===== src/hw/grs_map.vh =====
`ifndef GRS_MAP_VH
`define GRS_MAP_VH
// reset hold time in microseconds; the longest hold, 7 ms
`define GRS_RESET_HOLD_US      7000
// clock rate in MHz
`define GRS_CLK_MHZ            10
// longest time rounds down
`define GRS_RESET_HOLD_CYC     (`GRS_RESET_HOLD_US * `GRS_CLK_MHZ)
// minimum external reset pulse in ns
`define GRS_MIN_PULSE_NS       300
// clock period in ns
`define GRS_CLK_PERIOD_NS      100
// least time rounds up
`define GRS_MIN_PULSE_CYC      ((`GRS_MIN_PULSE_NS + `GRS_CLK_PERIOD_NS - 1) / `GRS_CLK_PERIOD_NS)
// boost enable bit position within extra_features_reg
`define GRS_BOOST_BIT          1
// extra_features_reg width and reset value
`define GRS_XF_WIDTH           8
`define GRS_XF_RESET           8'h00
`endif


===== src/hw/grs_sync.v =====
`timescale 1ns/1ps
// two-stage synchroniser for a pin level; reset value is a parameter constant
module grs_sync #(
  parameter RST_VAL = 1'b1
) (
  input  wire i_clk,
  input  wire i_rst_n,
  input  wire i_async,
  output wire o_sync
);
  reg meta_reg;
  reg sync_reg;

  // first stage read only by second stage
  always @(posedge i_clk or negedge i_rst_n) begin
    if (!i_rst_n) begin
      meta_reg <= RST_VAL;
      sync_reg <= RST_VAL;
    end else begin
      meta_reg <= i_async;
      sync_reg <= meta_reg;
    end
  end

  assign o_sync = sync_reg;
endmodule // grs_sync


===== src/hw/grs_reset_seq.v =====
`timescale 1ns/1ps
`include "grs_map.vh"
module grs_reset_seq #(
  parameter HOLD_CYC = `GRS_RESET_HOLD_CYC
) (
  // clock and reset
  input  wire                     i_clk,
  input  wire                     i_rst_n,
  // supply monitor levels from analog comparators
  input  wire                     i_main_supply_ok,
  input  wire                     i_bank_a_supply_low,
  input  wire                     i_bank_b_supply_low,
  // active-low reset pin, open drain
  input  wire                     i_active_low_reset_pin,
  output wire                     o_active_low_reset_pin,
  output wire                     o_active_low_reset_pin_oe,
  // extra_features_reg write port from the serial front end
  input  wire                     i_xf_wr,
  input  wire [`GRS_XF_WIDTH-1:0] i_xf_wdata,
  output reg  [`GRS_XF_WIDTH-1:0] o_xf_rdata,
  // status towards the rest of the chip
  output wire                     o_core_rst_n,
  output wire                     o_access_en,
  output reg                      o_boost_en,
  output reg                      o_ext_reset_seen
);

  ////////////////////////////////////////////////////////////////////////////
  // states
  localparam [1:0] ST_OFF  = 2'b00;
  localparam [1:0] ST_HOLD = 2'b01;
  localparam [1:0] ST_WAIT = 2'b10;
  localparam [1:0] ST_RUN  = 2'b11;
  // minimum outside pulse in cycles, used only to flag a proper reset
  localparam [31:0] PULSE_CYC = `GRS_MIN_PULSE_CYC;

  reg  [1:0]  state_reg;
  reg  [1:0]  state_next;
  reg  [31:0] cnt_reg;
  reg  [31:0] cnt_next;
  reg  [31:0] low_cnt_reg;
  reg         oe_reg;
  reg         run_reg;
  wire        pin_s;
  wire        sup_s;
  wire        bank_a_s;
  wire        bank_b_s;

  ////////////////////////////////////////////////////////////////////////////
  // state decodes shared by the pin driver, the gating and the flags;
  // one place to change if the state codes ever move
  function pulls_pin;
    input [1:0] st;
    begin
      pulls_pin = (st == ST_OFF) || (st == ST_HOLD);
    end
  endfunction

  // only the run state lets the core out of reset and opens access
  function is_run;
    input [1:0] st;
    begin
      is_run = (st == ST_RUN);
    end
  endfunction

  ////////////////////////////////////////////////////////////////////////////
  // synchronise all pins and analog levels
  // a low shorter than one clock may be missed; hosts keep the minimum pulse
  grs_sync #(.RST_VAL(1'b0)) u_sync_pin (
    .i_clk   (i_clk),
    .i_rst_n (i_rst_n),
    .i_async (i_active_low_reset_pin),
    .o_sync  (pin_s)
  );
  grs_sync #(.RST_VAL(1'b0)) u_sync_sup (
    .i_clk   (i_clk),
    .i_rst_n (i_rst_n),
    .i_async (i_main_supply_ok),
    .o_sync  (sup_s)
  );
  grs_sync #(.RST_VAL(1'b0)) u_sync_ba (
    .i_clk   (i_clk),
    .i_rst_n (i_rst_n),
    .i_async (i_bank_a_supply_low),
    .o_sync  (bank_a_s)
  );
  grs_sync #(.RST_VAL(1'b0)) u_sync_bb (
    .i_clk   (i_clk),
    .i_rst_n (i_rst_n),
    .i_async (i_bank_b_supply_low),
    .o_sync  (bank_b_s)
  );

  ////////////////////////////////////////////////////////////////////////////
  // sequencer: off until supply good, hold pin low, then wait for rise
  always @* begin
    state_next = state_reg;
    cnt_next   = cnt_reg;
    case (state_reg)
      ST_OFF: begin
        // supply loss from any state comes straight back here
        cnt_next  = 32'h0000_0000;
        if (sup_s) begin
          state_next = ST_HOLD;
        end
      end
      ST_HOLD: begin
        // counts whole cycles from zero, so the pin stays pulled HOLD_CYC cycles
        cnt_next  = cnt_reg + 32'h0000_0001;
        if (!sup_s) begin
          state_next = ST_OFF;
        end else if (cnt_reg >= HOLD_CYC - 1) begin
          state_next = ST_WAIT;
        end
      end
      ST_WAIT: begin
        // pin released; pull-up may be slow, so wait for the sampled high
        if (!sup_s) begin
          state_next = ST_OFF;
        end else if (pin_s) begin
          state_next = ST_RUN;
        end
      end
      ST_RUN: begin
        // any low seen on the pin re-enters wait until it rises
        if (!sup_s) begin
          state_next = ST_OFF;
        end else if (!pin_s) begin
          state_next = ST_WAIT;
        end
      end
      default: begin
        state_next = ST_OFF;
      end
    endcase
  end

  always @(posedge i_clk or negedge i_rst_n) begin
    if (!i_rst_n) begin
      state_reg <= ST_OFF;
      cnt_reg   <= 32'h0000_0000;
    end else begin
      state_reg <= state_next;
      cnt_reg   <= cnt_next;
    end
  end

  ////////////////////////////////////////////////////////////////////////////
  // pin enable and core release
  // both come from flops loaded with the decode of the next state: a
  // two-bit state step (hold to wait) could otherwise glitch the core reset
  always @(posedge i_clk or negedge i_rst_n) begin
    if (!i_rst_n) begin
      oe_reg  <= 1'b1;
      run_reg <= 1'b0;
    end else begin
      oe_reg  <= pulls_pin(state_next);
      run_reg <= is_run(state_next);
    end
  end

  // open drain: only ever drive zero, never high
  assign o_active_low_reset_pin    = 1'b0;
  assign o_active_low_reset_pin_oe = oe_reg;

  // core reset and access gating share one flop so they never disagree
  assign o_core_rst_n = run_reg;
  assign o_access_en  = run_reg;

  // flags an external low that met the minimum pulse; cleared at next startup
  // the count only starts from a low seen in run, so the release after
  // power-up is never taken for an outside reset
  always @(posedge i_clk or negedge i_rst_n) begin
    if (!i_rst_n) begin
      low_cnt_reg      <= 32'h0000_0000;
      o_ext_reset_seen <= 1'b0;
    end else if (is_run(state_reg) && !pin_s) begin
      low_cnt_reg <= 32'h0000_0001;
    end else if (state_reg == ST_WAIT && !pin_s && low_cnt_reg != 32'h0000_0000) begin
      if (low_cnt_reg + 32'h0000_0001 >= PULSE_CYC) begin
        o_ext_reset_seen <= 1'b1;
      end
      low_cnt_reg <= low_cnt_reg + 32'h0000_0001;
    end else if (pulls_pin(state_reg)) begin
      low_cnt_reg      <= 32'h0000_0000;
      o_ext_reset_seen <= 1'b0;
    end else if (is_run(state_reg)) begin
      low_cnt_reg <= 32'h0000_0000;
    end
  end

  ////////////////////////////////////////////////////////////////////////////
  // extra_features_reg: defaults whenever the pin holds the chip in reset
  always @(posedge i_clk or negedge i_rst_n) begin
    if (!i_rst_n) begin
      o_xf_rdata <= `GRS_XF_RESET;
    end else if (!is_run(state_reg)) begin
      // writes outside run are dropped, never queued
      o_xf_rdata <= `GRS_XF_RESET;
    end else if (i_xf_wr) begin
      o_xf_rdata <= i_xf_wdata;
    end
  end

  // boost only matters while a bank supply sits below the threshold
  always @(posedge i_clk or negedge i_rst_n) begin
    if (!i_rst_n) begin
      o_boost_en <= 1'b0;
    end else begin
      o_boost_en <= o_xf_rdata[`GRS_BOOST_BIT]
                    & (bank_a_s | bank_b_s);
    end
  end

endmodule // grs_reset_seq


===== config.mk =====
export PLATFORM = sky130hd
export DESIGN_NAME = grs_reset_seq
export DESIGN_NICKNAME = d
export VERILOG_FILES = /design/src/hw/grs_sync.v /design/src/hw/grs_reset_seq.v
export VERILOG_INCLUDE_DIRS = /design/src /design/src/hw
export SDC_FILE = /design/constraint.sdc
export NUM_CORES = 1
export LEC_CHECK = 0
export ABC_AREA = 1
export BUFFER_PORTS_ARGS = -buffer_cell sky130_fd_sc_hd__buf_2
export CAP_MARGIN = 20
export CORE_MARGIN = 1
export CORE_UTILIZATION = 48
export DETAILED_ROUTE_END_ITERATION = 10
export PLACE_DENSITY_LB_ADDON = 0.08
export SYNTH_ARGS = -nofsm -noshare
export SYNTH_HDL_FRONTEND = slang
export SYNTH_SLANG_ARGS = --single-unit

===== constraint.sdc =====
create_clock -name i_clk -period 1.95 [get_ports i_clk]
set_input_delay 0.0975 -clock i_clk [delete_from_list [all_inputs] [get_ports i_clk]]
set_output_delay 0.0975 -clock i_clk [all_outputs]
set_load 0.02 [all_outputs]

Word level (Yosys, flattened, before mapping)
Index checks and enable logic that the tools add are counted.
{"block": "totals", "ff_bits": 86, "latch_bits": 0, "romBits": 0, "output_inout_bits": 14, "ramBits": 0, "input_bits": 15, "mem_count": 0}
{"block": "classes", "shift": 0, "n_lt_le_gt_ge": 2, "n_bitwise": 3, "addsub": 2, "n_eq_ne": 7, "mux": 18, "n_mul": 0, "n_div": 0, "n_reduce_logical": 13}
{"op": "two-way mux 32 bit", "n": 4}
{"op": "adder 32 x 1 -> 32 bit, second input constant", "n": 2}
{"op": "one-hot mux 32 bit (2 select lines)", "n": 1}
{"op": "greater-or-equal comparator 32 x 17 -> 1 bit, second input constant", "n": 1}
{"op": "greater-or-equal comparator 32 x 2 -> 1 bit, second input constant", "n": 1}
{"op": "nonzero test 32 bit", "n": 1}
{"op": "two-way mux 8 bit", "n": 2}
{"op": "two-way mux 2 bit", "n": 7}
{"op": "one-hot mux 2 bit (4 select lines)", "n": 1}
{"op": "equality test 2 bit, second input constant", "n": 3}
{"op": "equality test 2 x 1 -> 1 bit, second input constant", "n": 2}
{"op": "logical NOT 2 bit", "n": 2}
{"op": "nonzero test 2 bit", "n": 2}
{"op": "nonzero test 4 bit", "n": 1}
{"op": "logical AND 1 bit", "n": 3}
{"op": "two-way mux 1 bit", "n": 3}
{"op": "AND reduction 3 bit", "n": 1}
{"op": "logical OR 1 bit", "n": 2}
{"op": "inequality test 2 x 1 -> 1 bit, second input constant", "n": 1}
{"op": "inequality test 2 bit, second input constant", "n": 1}
{"op": "AND 1 bit", "n": 1}
{"op": "logical NOT 1 bit", "n": 1}
{"op": "inverter 1 bit", "n": 1}
{"op": "bitwise OR 1 bit", "n": 1}

Longest topological paths before layout
Gate-level depths: netlist (run 1).
{"block": "depth", "ltp_word": 6, "mapped_depth": 15, "mapped_depth_nobuf": 15}

By module
From an unflattened synthesis (run 1), not the netlist that was laid out.
{"block": "unflattened", "hier_cells": 679, "area_unflattened_um2": 4916.0}
{"mod": "grs_reset_seq", "instances": 1, "cells_each": 671, "area_each_um2": 4715.8}
{"mod": "grs_sync", "instances": 4, "cells_each": 2, "area_each_um2": 50.0}

Worst setup path after synthesis (run 1)
Ideal clock, no wire load.
{"block": "synth_timing", "path_type": "reg2reg", "start": "register low_cnt_reg[0]", "end": "register low_cnt_reg[2]", "stages_incl_launch_ff": 16, "t_required_ps": 1874, "setup_time_ps": 76, "path_slack_ps": 183, "arrival_time_ps": 1691, "n_path_buf": 1, "cell_sequence": "dfrtp_1 > inv_1 > ha_1 > nand2_1 > nor2_1 > nand2_1 > nor2_1 > nand2_1 > nand2_1 > inv_2 > nor2_1 > inv_1 > nor2_2 > inv_2 > buf_6 > o21ai_1"}
{"block": "synth_via", "elab_chain_len": 4}
{"item": "start, declared", "line_no": "grs_reset_seq.v:41", "source": "reg [31:0] low_cnt_reg;"}
{"item": "start signal, assigned", "line_no": "grs_reset_seq.v:184", "source": "low_cnt_reg <= low_cnt_reg + 32'h0000_0001;"}
{"item": "parallel branches: the longest is 4 deep, another holds adder 32 x 1 -> 32 bit"}
Parallel ways; which one is timed is not known.
A chain may end at the register's enable or synchronous reset.

Worst setup path after layout (run 1)
{"block": "layout_timing", "start": "register cnt_reg[1]", "end": "register cnt_reg[29]"}
{"block": "layout_via", "elab_chain_len": 2}
{"item": "start, declared", "line_no": "grs_reset_seq.v:39", "source": "reg [31:0] cnt_reg;"}
{"item": "start signal, assigned", "line_no": "grs_reset_seq.v:145", "source": "cnt_reg <= cnt_next;"}
{"item": "adder 32 x 1 -> 32 bit", "line_no": "grs_reset_seq.v:110", "source": "cnt_next = cnt_reg + 32'h0000_0001;"}
{"item": "one-hot mux 32 bit (2 select lines)", "line_no": "grs_reset_seq.v:100", "source": "case (state_reg)"}
Every way passes these cells.

==> out/results.txt, run 1 <==
The run finished, with violations left. The checks that failed: negative setup slack. The share of the synthesized area in compound gates (AO/OA/AOI/OAI) is 11.9%, and the clock latency at the later pin of the worst-skew pair is 0.38 ns. The first global-routing pass estimated 22.1 mm of wire. The setup slack at placement was -0.0401 ns; the minimum setup slack in the final design was -0.00317 ns. The actual transition at the worst max-transition pin came out at 0.570 ns.

Half-perimeter wire length after placement: 9.83 mm. TritonCTS built the clock tree. Max-cap violations in this run came to 0. The first routing iteration left 189 violations. Share of synthesized cell area in full adder, half adder and majority cells: 1.01%.

After synthesis, the largest family of logic cells by area is simple AND/OR/NAND/NOR gates. The data arrival time at the worst-slack endpoint came out at 2.21 ns. Entering global routing, the biggest net connects 42 pins. In the final timing run, aggregate negative setup slack is -0.00386 ns. The standard-cell row count is 36. Summing the areas of all xor and xnor instances in the mapped netlist gives 0.708% of the synthesized area. For the number of synthesis warnings, the log shows 0.

The highest net fanout along the worst path is 4, and the number of antenna violations at the first check in global routing is 0. Routability-driven placement finished with a final weighted congestion of 0.932. In this run the vertical extent of the chip is 104 microns. Post-synthesis instance area: 0.00495 sq mm.

The count of placed standard cells in the final layout, fillers left out is 923. The die covers 0.0107 sq mm. A synthesized cell averages 7.20 sq um. Setup repair after global routing could not meet its margin everywhere.

The number of global-route vias before repair came out at 4648. Leaving out fill and tap cells, the most frequent cells in the layout are 167 x sky130_fd_sc_hd__nand2_1, 92 x sky130_fd_sc_hd__inv_1, 82 x sky130_fd_sc_hd__dfrtp_1. After synthesis the netlist holds a flip-flop and latch count of 86. The most frequent standard cell in the layout excluding fill and tap cells is sky130_fd_sc_hd__nand2_1. The sequential share of power is 56.4%. The register clock-pin slew on the reported worst setup and hold paths was 0.09 ns.

The worst setup path is captured at a flop. The logs give 0.382 mV for the worst supply voltage drop on vdd and 5 for the first-pass detailed-route iteration total. The count of nets left with antenna violations once routing finished came out at 0. The internal power of the cells was 2.40 mW; the total congestion overflow was 0. The largest delay contributor family on the critical path is simple AND/OR/NAND/NOR gates.

The total nets after synthesis is 706. The routed wire length per instance was 15.3 microns; the power share of the combinational group was 7.1%. Based on the critical path, the design can be clocked at up to 0.512 GHz. Per report_power, the clock group accounts for 36.4% of the total. Traced cell by cell, the critical path runs through buf_6 -> nand2_4 -> inv_2 -> nand3_2 -> nor2_2 -> nand4_1 -> nor2_2 -> nand4_1 -> nor4b_1 -> nor2_1. Multiplexer area fraction after synthesis: 0%.

The root buffer cell chosen for the clock tree is sky130_fd_sc_hd__clkbuf_8. Pin placement for this block handled 29 I/O pins. The wire length after detailed routing is 14.1 mm, and the gate count of the mapped netlist is 687. On the worst path, the slowest cell contributes a delay of 0.43 ns. The core region is 0.00986 sq mm. For this design the ratio of total power to cell area is 523 mW/mm^2. The number of antenna diodes in the final layout is 0. The run gives 0 as the remaining routing DRC violations. Counting I/O delays and the setup requirement, the final critical path takes 1.95 ns. At the worst endpoint, the required time is 2.21 ns. At the end of the flow, the number of nets in the layout was 804.

The overall via count from detail_route is 4906, and the number of buffer cells added on primary ports is 27. The run gives 2 as the number of endpoints failing setup at the final stage. The logs give 3 for the H-tree level count and 9 for the CTS buffer count. The critical path is of the reg2reg type. Together, buffers and inverters on the worst path number 2.

The largest buffer count on any clock path is 2, and the number of pins with negative max-slew slack in the final report is 0. The tools report the initial core utilization as 50.1%. The worst setup path is launched from a flop. The final cycle utilization of the critical path works out to 100%.

Net switching is 27.0% of the power. The min-delay analysis places its worst path in the category in2reg. Counting tap cells, the placed design contains a total of 879 instances.

The logs give 86 for the number of clock sinks and 0.890 mW for the total net switching power. The die is 104 microns wide. At the end of the flow the core is filled with cells to 63.7%. The clock arrives with 0.0151 ns of skew. Power comes to 3.29 mW. For the portion of the post-synthesis area used by sequential elements, the log shows 43.5%. Detail-routed via count per cell: 5.32. The run gives 2.92 nW as the leakage component of the power. The number of hold violations in the final report was 0; the synthesis-to-finish area growth was 27.1%. The number of distinct library cells after synthesis is 37, and the share of post-route cells with drive strength above 1 is 24.6%.

The tools report the total routing resource utilization after global routing as 26.0%. The simple-gate share of the synthesized area is 33.3%. On the critical path, the stage with the largest delay is an instance of sky130_fd_sc_hd__dfrtp_1. The max-slew headroom at the worst pin was 62.0%.
-- cells in the mapped netlist --
cell type	n	area share, %
sky130_fd_sc_hd__or2_2	2	0.25
sky130_fd_sc_hd__inv_1	95	7.2
sky130_fd_sc_hd__and2_1	2	0.25
sky130_fd_sc_hd__nor4b_1	1	0.18
sky130_fd_sc_hd__nor2_1	85	6.5
sky130_fd_sc_hd__a21oi_1	25	2.5
sky130_fd_sc_hd__inv_2	7	0.53
sky130_fd_sc_hd__nor3_1	17	1.7
sky130_fd_sc_hd__dfstp_2	1	0.53
sky130_fd_sc_hd__clkbuf_1	5	0.38
sky130_fd_sc_hd__buf_6	3	0.68
sky130_fd_sc_hd__a31oi_1	1	0.13
sky130_fd_sc_hd__nor4_1	3	0.38
sky130_fd_sc_hd__o221ai_1	1	0.18
sky130_fd_sc_hd__a211oi_1	3	0.46
sky130_fd_sc_hd__nor2_2	5	0.63
sky130_fd_sc_hd__o31ai_1	1	0.15
sky130_fd_sc_hd__buf_4	2	0.30
sky130_fd_sc_hd__o21ai_1	13	1.3
sky130_fd_sc_hd__dfrtp_1	85	43
sky130_fd_sc_hd__o21ai_2	1	0.18
sky130_fd_sc_hd__nor3_2	4	0.81
sky130_fd_sc_hd__o21ai_0	35	3.5
sky130_fd_sc_hd__buf_2	3	0.30
sky130_fd_sc_hd__nand4_1	15	1.9
sky130_fd_sc_hd__a22o_1	2	0.35
sky130_fd_sc_hd__nor2_4	6	1.4
sky130_fd_sc_hd__nand3_1	53	5.4
sky130_fd_sc_hd__nand2_1	174	13
sky130_fd_sc_hd__o21a_1	3	0.46
sky130_fd_sc_hd__a221oi_1	2	0.35
sky130_fd_sc_hd__nand2_2	3	0.38
sky130_fd_sc_hd__o22ai_1	18	2.3
sky130_fd_sc_hd__conb_1	1	0.076
sky130_fd_sc_hd__ha_1	4	1.0
sky130_fd_sc_hd__nand2_4	2	0.46
sky130_fd_sc_hd__xor2_1	4	0.71
-- power groups by stage --
| stage | Clock (mW) | Combinational (mW) | Sequential, mW |
|---|---|---|---|
| 2_1_floorplan | 0 | 0.0757 | 1.88 |
| 3_3_place_gp | 0 | 0.148 | 1.88 |
| 3_5_place_dp | 0 | 0.157 | 1.88 |
| 4_1_cts | 1.23 | 0.175 | 1.85 |
| 5_1_grt | 1.28 | 0.268 | 1.86 |
| 6_report | 1.20 | 0.234 | 1.86 |
-- area by class of cell --
cell class | instances | area (sq um)
fill | 881 | 3580
multi-input combinational | 486 | 2610
sequential | 86 | 2160
timing repair buffer | 100 | 786
inverter | 102 | 388
tap | 133 | 166
clock buffer | 9 | 124
clock inverter | 7 | 56.3
-- worst register-to-register path, cell delays in order, from the launching register on --
cell and delay [ns]:
sky130_fd_sc_hd__dfrtp_1 0.43, sky130_fd_sc_hd__buf_6 0.13, sky130_fd_sc_hd__nand2_4 0.04, sky130_fd_sc_hd__inv_2 0.07
sky130_fd_sc_hd__nand3_2 0.08, sky130_fd_sc_hd__nor2_2 0.12, sky130_fd_sc_hd__nand4_1 0.14, sky130_fd_sc_hd__nor2_2 0.20
sky130_fd_sc_hd__nand4_1 0.23, sky130_fd_sc_hd__nor4b_1 0.33, sky130_fd_sc_hd__nor2_1 0.07
-- repair_timing --
action | 4_1_cts | 5_1_grt
hold buffers | 13 | 0
endpoints found under the setup margin | 10 | 43
setup buffers | 4 | 9
pin swaps | 10 | 13
endpoints found under the hold margin | 48 | 0
resized for setup | 4 | 74
cloned | 0 | 2
-- worst paths after layout --
check                           cells past startpoint          endpoint          startpoint  slack, ns
worst min register to register                      0  u_sync_bb.o_sync  u_sync_bb.meta_reg       0.35
worst max register to register                     10       cnt_reg[29]          cnt_reg[1]     -0.003
worst max-delay path                               10       cnt_reg[29]          cnt_reg[1]     -0.003
max in group asynchronous                           3       cnt_reg[30]             i_rst_n       1.07
worst min-delay path                                3     o_xf_rdata[2]             i_xf_wr       0.07
min in group asynchronous                           2   low_cnt_reg[11]             i_rst_n       0.23
-- per-layer routing --
metal	GRT usage [%]	vias up	part of all wire, %
li1	-	2425	-
met2	44.5	129	50
met5	0	-	0
met4	14.5	0	4.3
met3	3.02	43	3.5
met1	31.9	2309	42
-- per-stage QoR --
step | cell area (sq um) | hold slack (ns)
2_1_floorplan | 4950 | -0.198
3_3_place_gp | 5530 | 0.126
3_5_place_dp | 5530 | 0.127
4_1_cts | 5880 | 0.0505
5_1_grt | 6290 | 0.0912
6_report | 6290 | 0.0670
-- logic make-up (layout without fill, tap and decap cells) --
kind of cell,Yosys count,after routing
other,1,1
and+or+nand+nor,372,372
AOI/OAI and AO/OA,105,105
buffers and inverters,115,218
xor gates and xnor gates,4,4
adders and majority gates,4,4
DFF,86,86
(Power assumes the default switching activity.)
==> inputs of run 2 (changes only) <==
Clock period 1.95 ns to 2.3 ns, I/O delays scaled along.
==> run 2 against run 1 <==
  * The run now ends clean
  * Critical path depth is 4 higher
  * Global-route usage is 1.4 points lower
  * Sequential power is 16% lower
  * Utilization is 7.2 points lower
  * Cell area is 11% lower
  * Largest cell class unchanged
==> out/results.txt, run 2 (synthesis gave the netlist of run 1 again) <==
The count of placed standard cells in the final layout, fillers left out came out at 872 (-5.5%). The run gives 0.472 GHz (-7.8%) as the highest achievable clock rate. For the wire length after detailed routing, the log shows 12.4 mm (-12%). The max-slew headroom at the worst pin is 64.7% (+2.7 points).

The run gives 9 (unchanged) as the CTS buffer count. TritonCTS built the clock tree. The number of pins with negative max-slew slack in the final report is 0 (unchanged).

The number of placed I/O pins is 29 (unchanged). The largest net degree at the start of global routing is 54 (+29%), and the number of clock sinks is 86 (unchanged). The logs give 2.58 nW (-12%) for the leakage component of the power and 0 (unchanged) for the number of antenna violations at the first check in global routing. The register clock-pin slew on the reported worst setup and hold paths was 0.10 ns (about the same); the number of filler instances in the final layout was 943 (+7.0%). The synthesis-to-finish area growth works out to 12.7%. The highest net fanout along the worst path was 6 (+2); the total routing resource utilization after global routing was 24.6% (-1.4 points). Instance area at placement: 0.00524 sq mm (-5.2%). STA classifies the critical path endpoint as a flop. The tools report the clock root buffer as sky130_fd_sc_hd__clkbuf_8. The total congestion overflow is 0 (unchanged), and the area of the core is 0.00986 sq mm (unchanged). The setup TNS after final layout was 0 ns (+0.00386 ns); the share of post-route cells with drive strength above 1 was 11.5% (-13 points).

The actual transition at the worst max-transition pin came out at 0.528 ns (-0.0417 ns). The required time of the critical path was 2.57 ns (+0.36 ns); the placer's final routability congestion estimate was 0.890 (-4.5%). The number of global-route vias before repair is 4478 (-3.7%), and the number of buffer cells added on primary ports is 27 (unchanged). The overall via count from detail_route is 4655 (-5.1%), and the worst supply voltage drop on vdd is 0.299 mV (-22%).

Largest buffer count on any clock path: 2 (unchanged). The tools report the count of nets after finishing as 753 (-6.3%). The hold slack was 0.00645 ns (-0.0605 ns). The critical path is of the reg2reg type.

The ratio of total power to cell area works out to 494 mW/mm^2 (-5.6%). The library cells used most frequently in the layout, excluding fill and tap cells, are 174 x sky130_fd_sc_hd__nand2_1, 95 x sky130_fd_sc_hd__inv_1, 85 x sky130_fd_sc_hd__nor2_1, 85 x sky130_fd_sc_hd__dfrtp_1, 53 x sky130_fd_sc_hd__nand3_1. The library cell used most frequently in the layout, excluding fill and tap cells, is sky130_fd_sc_hd__nand2_1. The tools report the number of maximum-capacitance violations as 0 (unchanged). The standard-cell row count was 36 (unchanged); the H-tree level count was 3 (unchanged).

Clock skew after layout: 0.0117 ns (-0.00341 ns). The run gives 0 (-2) as the number of endpoints failing setup at the final stage. The number of hold violations in the final report was 0 (unchanged); the routed wire length per instance was 14.2 microns (-6.9%).

The number of routed nets with antenna violations was 0 (unchanged); the initial core utilization was 50.1% (unchanged). The antenna cell count is 0 (unchanged). The die extent in y is 104 microns (unchanged). The tools report the number of placed instances, taps included as 842 (-4.2%). The tools report the remaining routing DRC violations as 0 (unchanged). The run gives 2.39 ns (+0.18 ns) as the data arrival time at the worst-slack endpoint.

The detail-routed via count per cell is 5.34 (+0.43%). The final cycle utilization of the critical path was 92.1% (-8.1 points). The logs give 0.0107 sq mm (unchanged) for the area enclosed by the die boundary and 328 (+74%) for the DRC marker count from the first detailed-route iteration.

The first-pass detailed-route iteration total was 6 (+1). The half-perimeter wire length after placement is 9.15 mm (-6.9%), and the width of the chip is 104 microns (unchanged). The time the worst path needs with I/O delays and setup was 2.12 ns (+0.165 ns). The tightest min-delay check is of the in2reg type. Wire length of the first global-routing pass: 21.0 mm (-4.7%).

Clock latency at the later pin of the worst-skew pair: 0.38 ns (about the same). The worst setup path is launched from a flop. The flow ran to the end, and the final reports show no timing, DRC or antenna violations. The tools report the final non-filler cell area as 0.00558 sq mm (-11%).
[run 2: path summary, 6_finish.rpt]
| path | startpoint | to | slack [ns] | cells after the start |
|---|---|---|---|---|
| worst max-delay path | low_cnt_reg[1] | o_ext_reset_seen | 0.18 | 14 |
| worst min-delay path | i_xf_wdata[7] | o_xf_rdata[7] | 0.006 | 3 |
| worst max register to register | low_cnt_reg[1] | o_ext_reset_seen | 0.18 | 14 |
| worst min register to register | u_sync_pin.meta_reg | u_sync_pin.o_sync | 0.36 | 0 |
| max in group asynchronous | i_rst_n | o_active_low_reset_pin_oe | 1.38 | 3 |
| min in group asynchronous | i_rst_n | low_cnt_reg[19] | 0.23 | 2 |
[run 2: cell type report]
type	count	area (sq um)	share of cell area, %
Clock buffer	9	124	2.22
Multi-Input combinational cell	486	2340	42.0
Tap cell	133	166	2.98
Sequential cell	86	2150	38.6
Inverter	102	385	6.91
Timing Repair Buffer	49	345	6.19
Clock inverter	7	62.6	1.12
[run 2: routing by layer]
layer	routed length, microns	vias up	share of wire, %	GRT usage [%]
met5	0	-	0	0
met4	346	0	2.8	12.0
met3	498	30	4.0	3.52
met2	5980	113	48	40.3
met1	5580	2186	45	32.0
li1	-	2326	-	-
[run 2: what timing repair did]
action,in CTS,in global routing
endpoints found under the setup margin,0,31
hold buffers,12,0
resized for setup,0,4
endpoints found under the hold margin,44,0
buffers inserted,0,2
[run 2: power breakdown]
group | leakage [nW] | switching [mW] | internal (mW)
sequential | 1.17 | 0.0266 | 1.54
clock | 0.0931 | 0.631 | 0.418
combinational | 1.31 | 0.0825 | 0.0570
[run 2: critical path, stage by stage (launching register included)]
cell                      delay (ns)
sky130_fd_sc_hd__dfrtp_1        0.46
sky130_fd_sc_hd__ha_4           0.19
sky130_fd_sc_hd__nand2_2        0.07
sky130_fd_sc_hd__nor2_4         0.22
sky130_fd_sc_hd__nand2_4        0.09
sky130_fd_sc_hd__nor2_4         0.19
sky130_fd_sc_hd__nand2_2        0.11
sky130_fd_sc_hd__nand2_1        0.07
sky130_fd_sc_hd__nand2_1        0.07
sky130_fd_sc_hd__nor2_1         0.12
sky130_fd_sc_hd__nand3_1        0.10
sky130_fd_sc_hd__nor2_1         0.09
sky130_fd_sc_hd__nand3_1        0.11
sky130_fd_sc_hd__nand3_1        0.09
sky130_fd_sc_hd__nand2_1        0.05
[run 2: per-stage QoR]
step                power [mW]  util (%)  setup slack (ns)
detailed placement        1.72      53.1             0.131
global placement          1.72      53.1             0.196
global route              2.86      56.5          -0.00503
finish                    2.76      56.5             0.181
CTS                       2.78      56.2             0.111
floorplan                 1.66         -             0.533
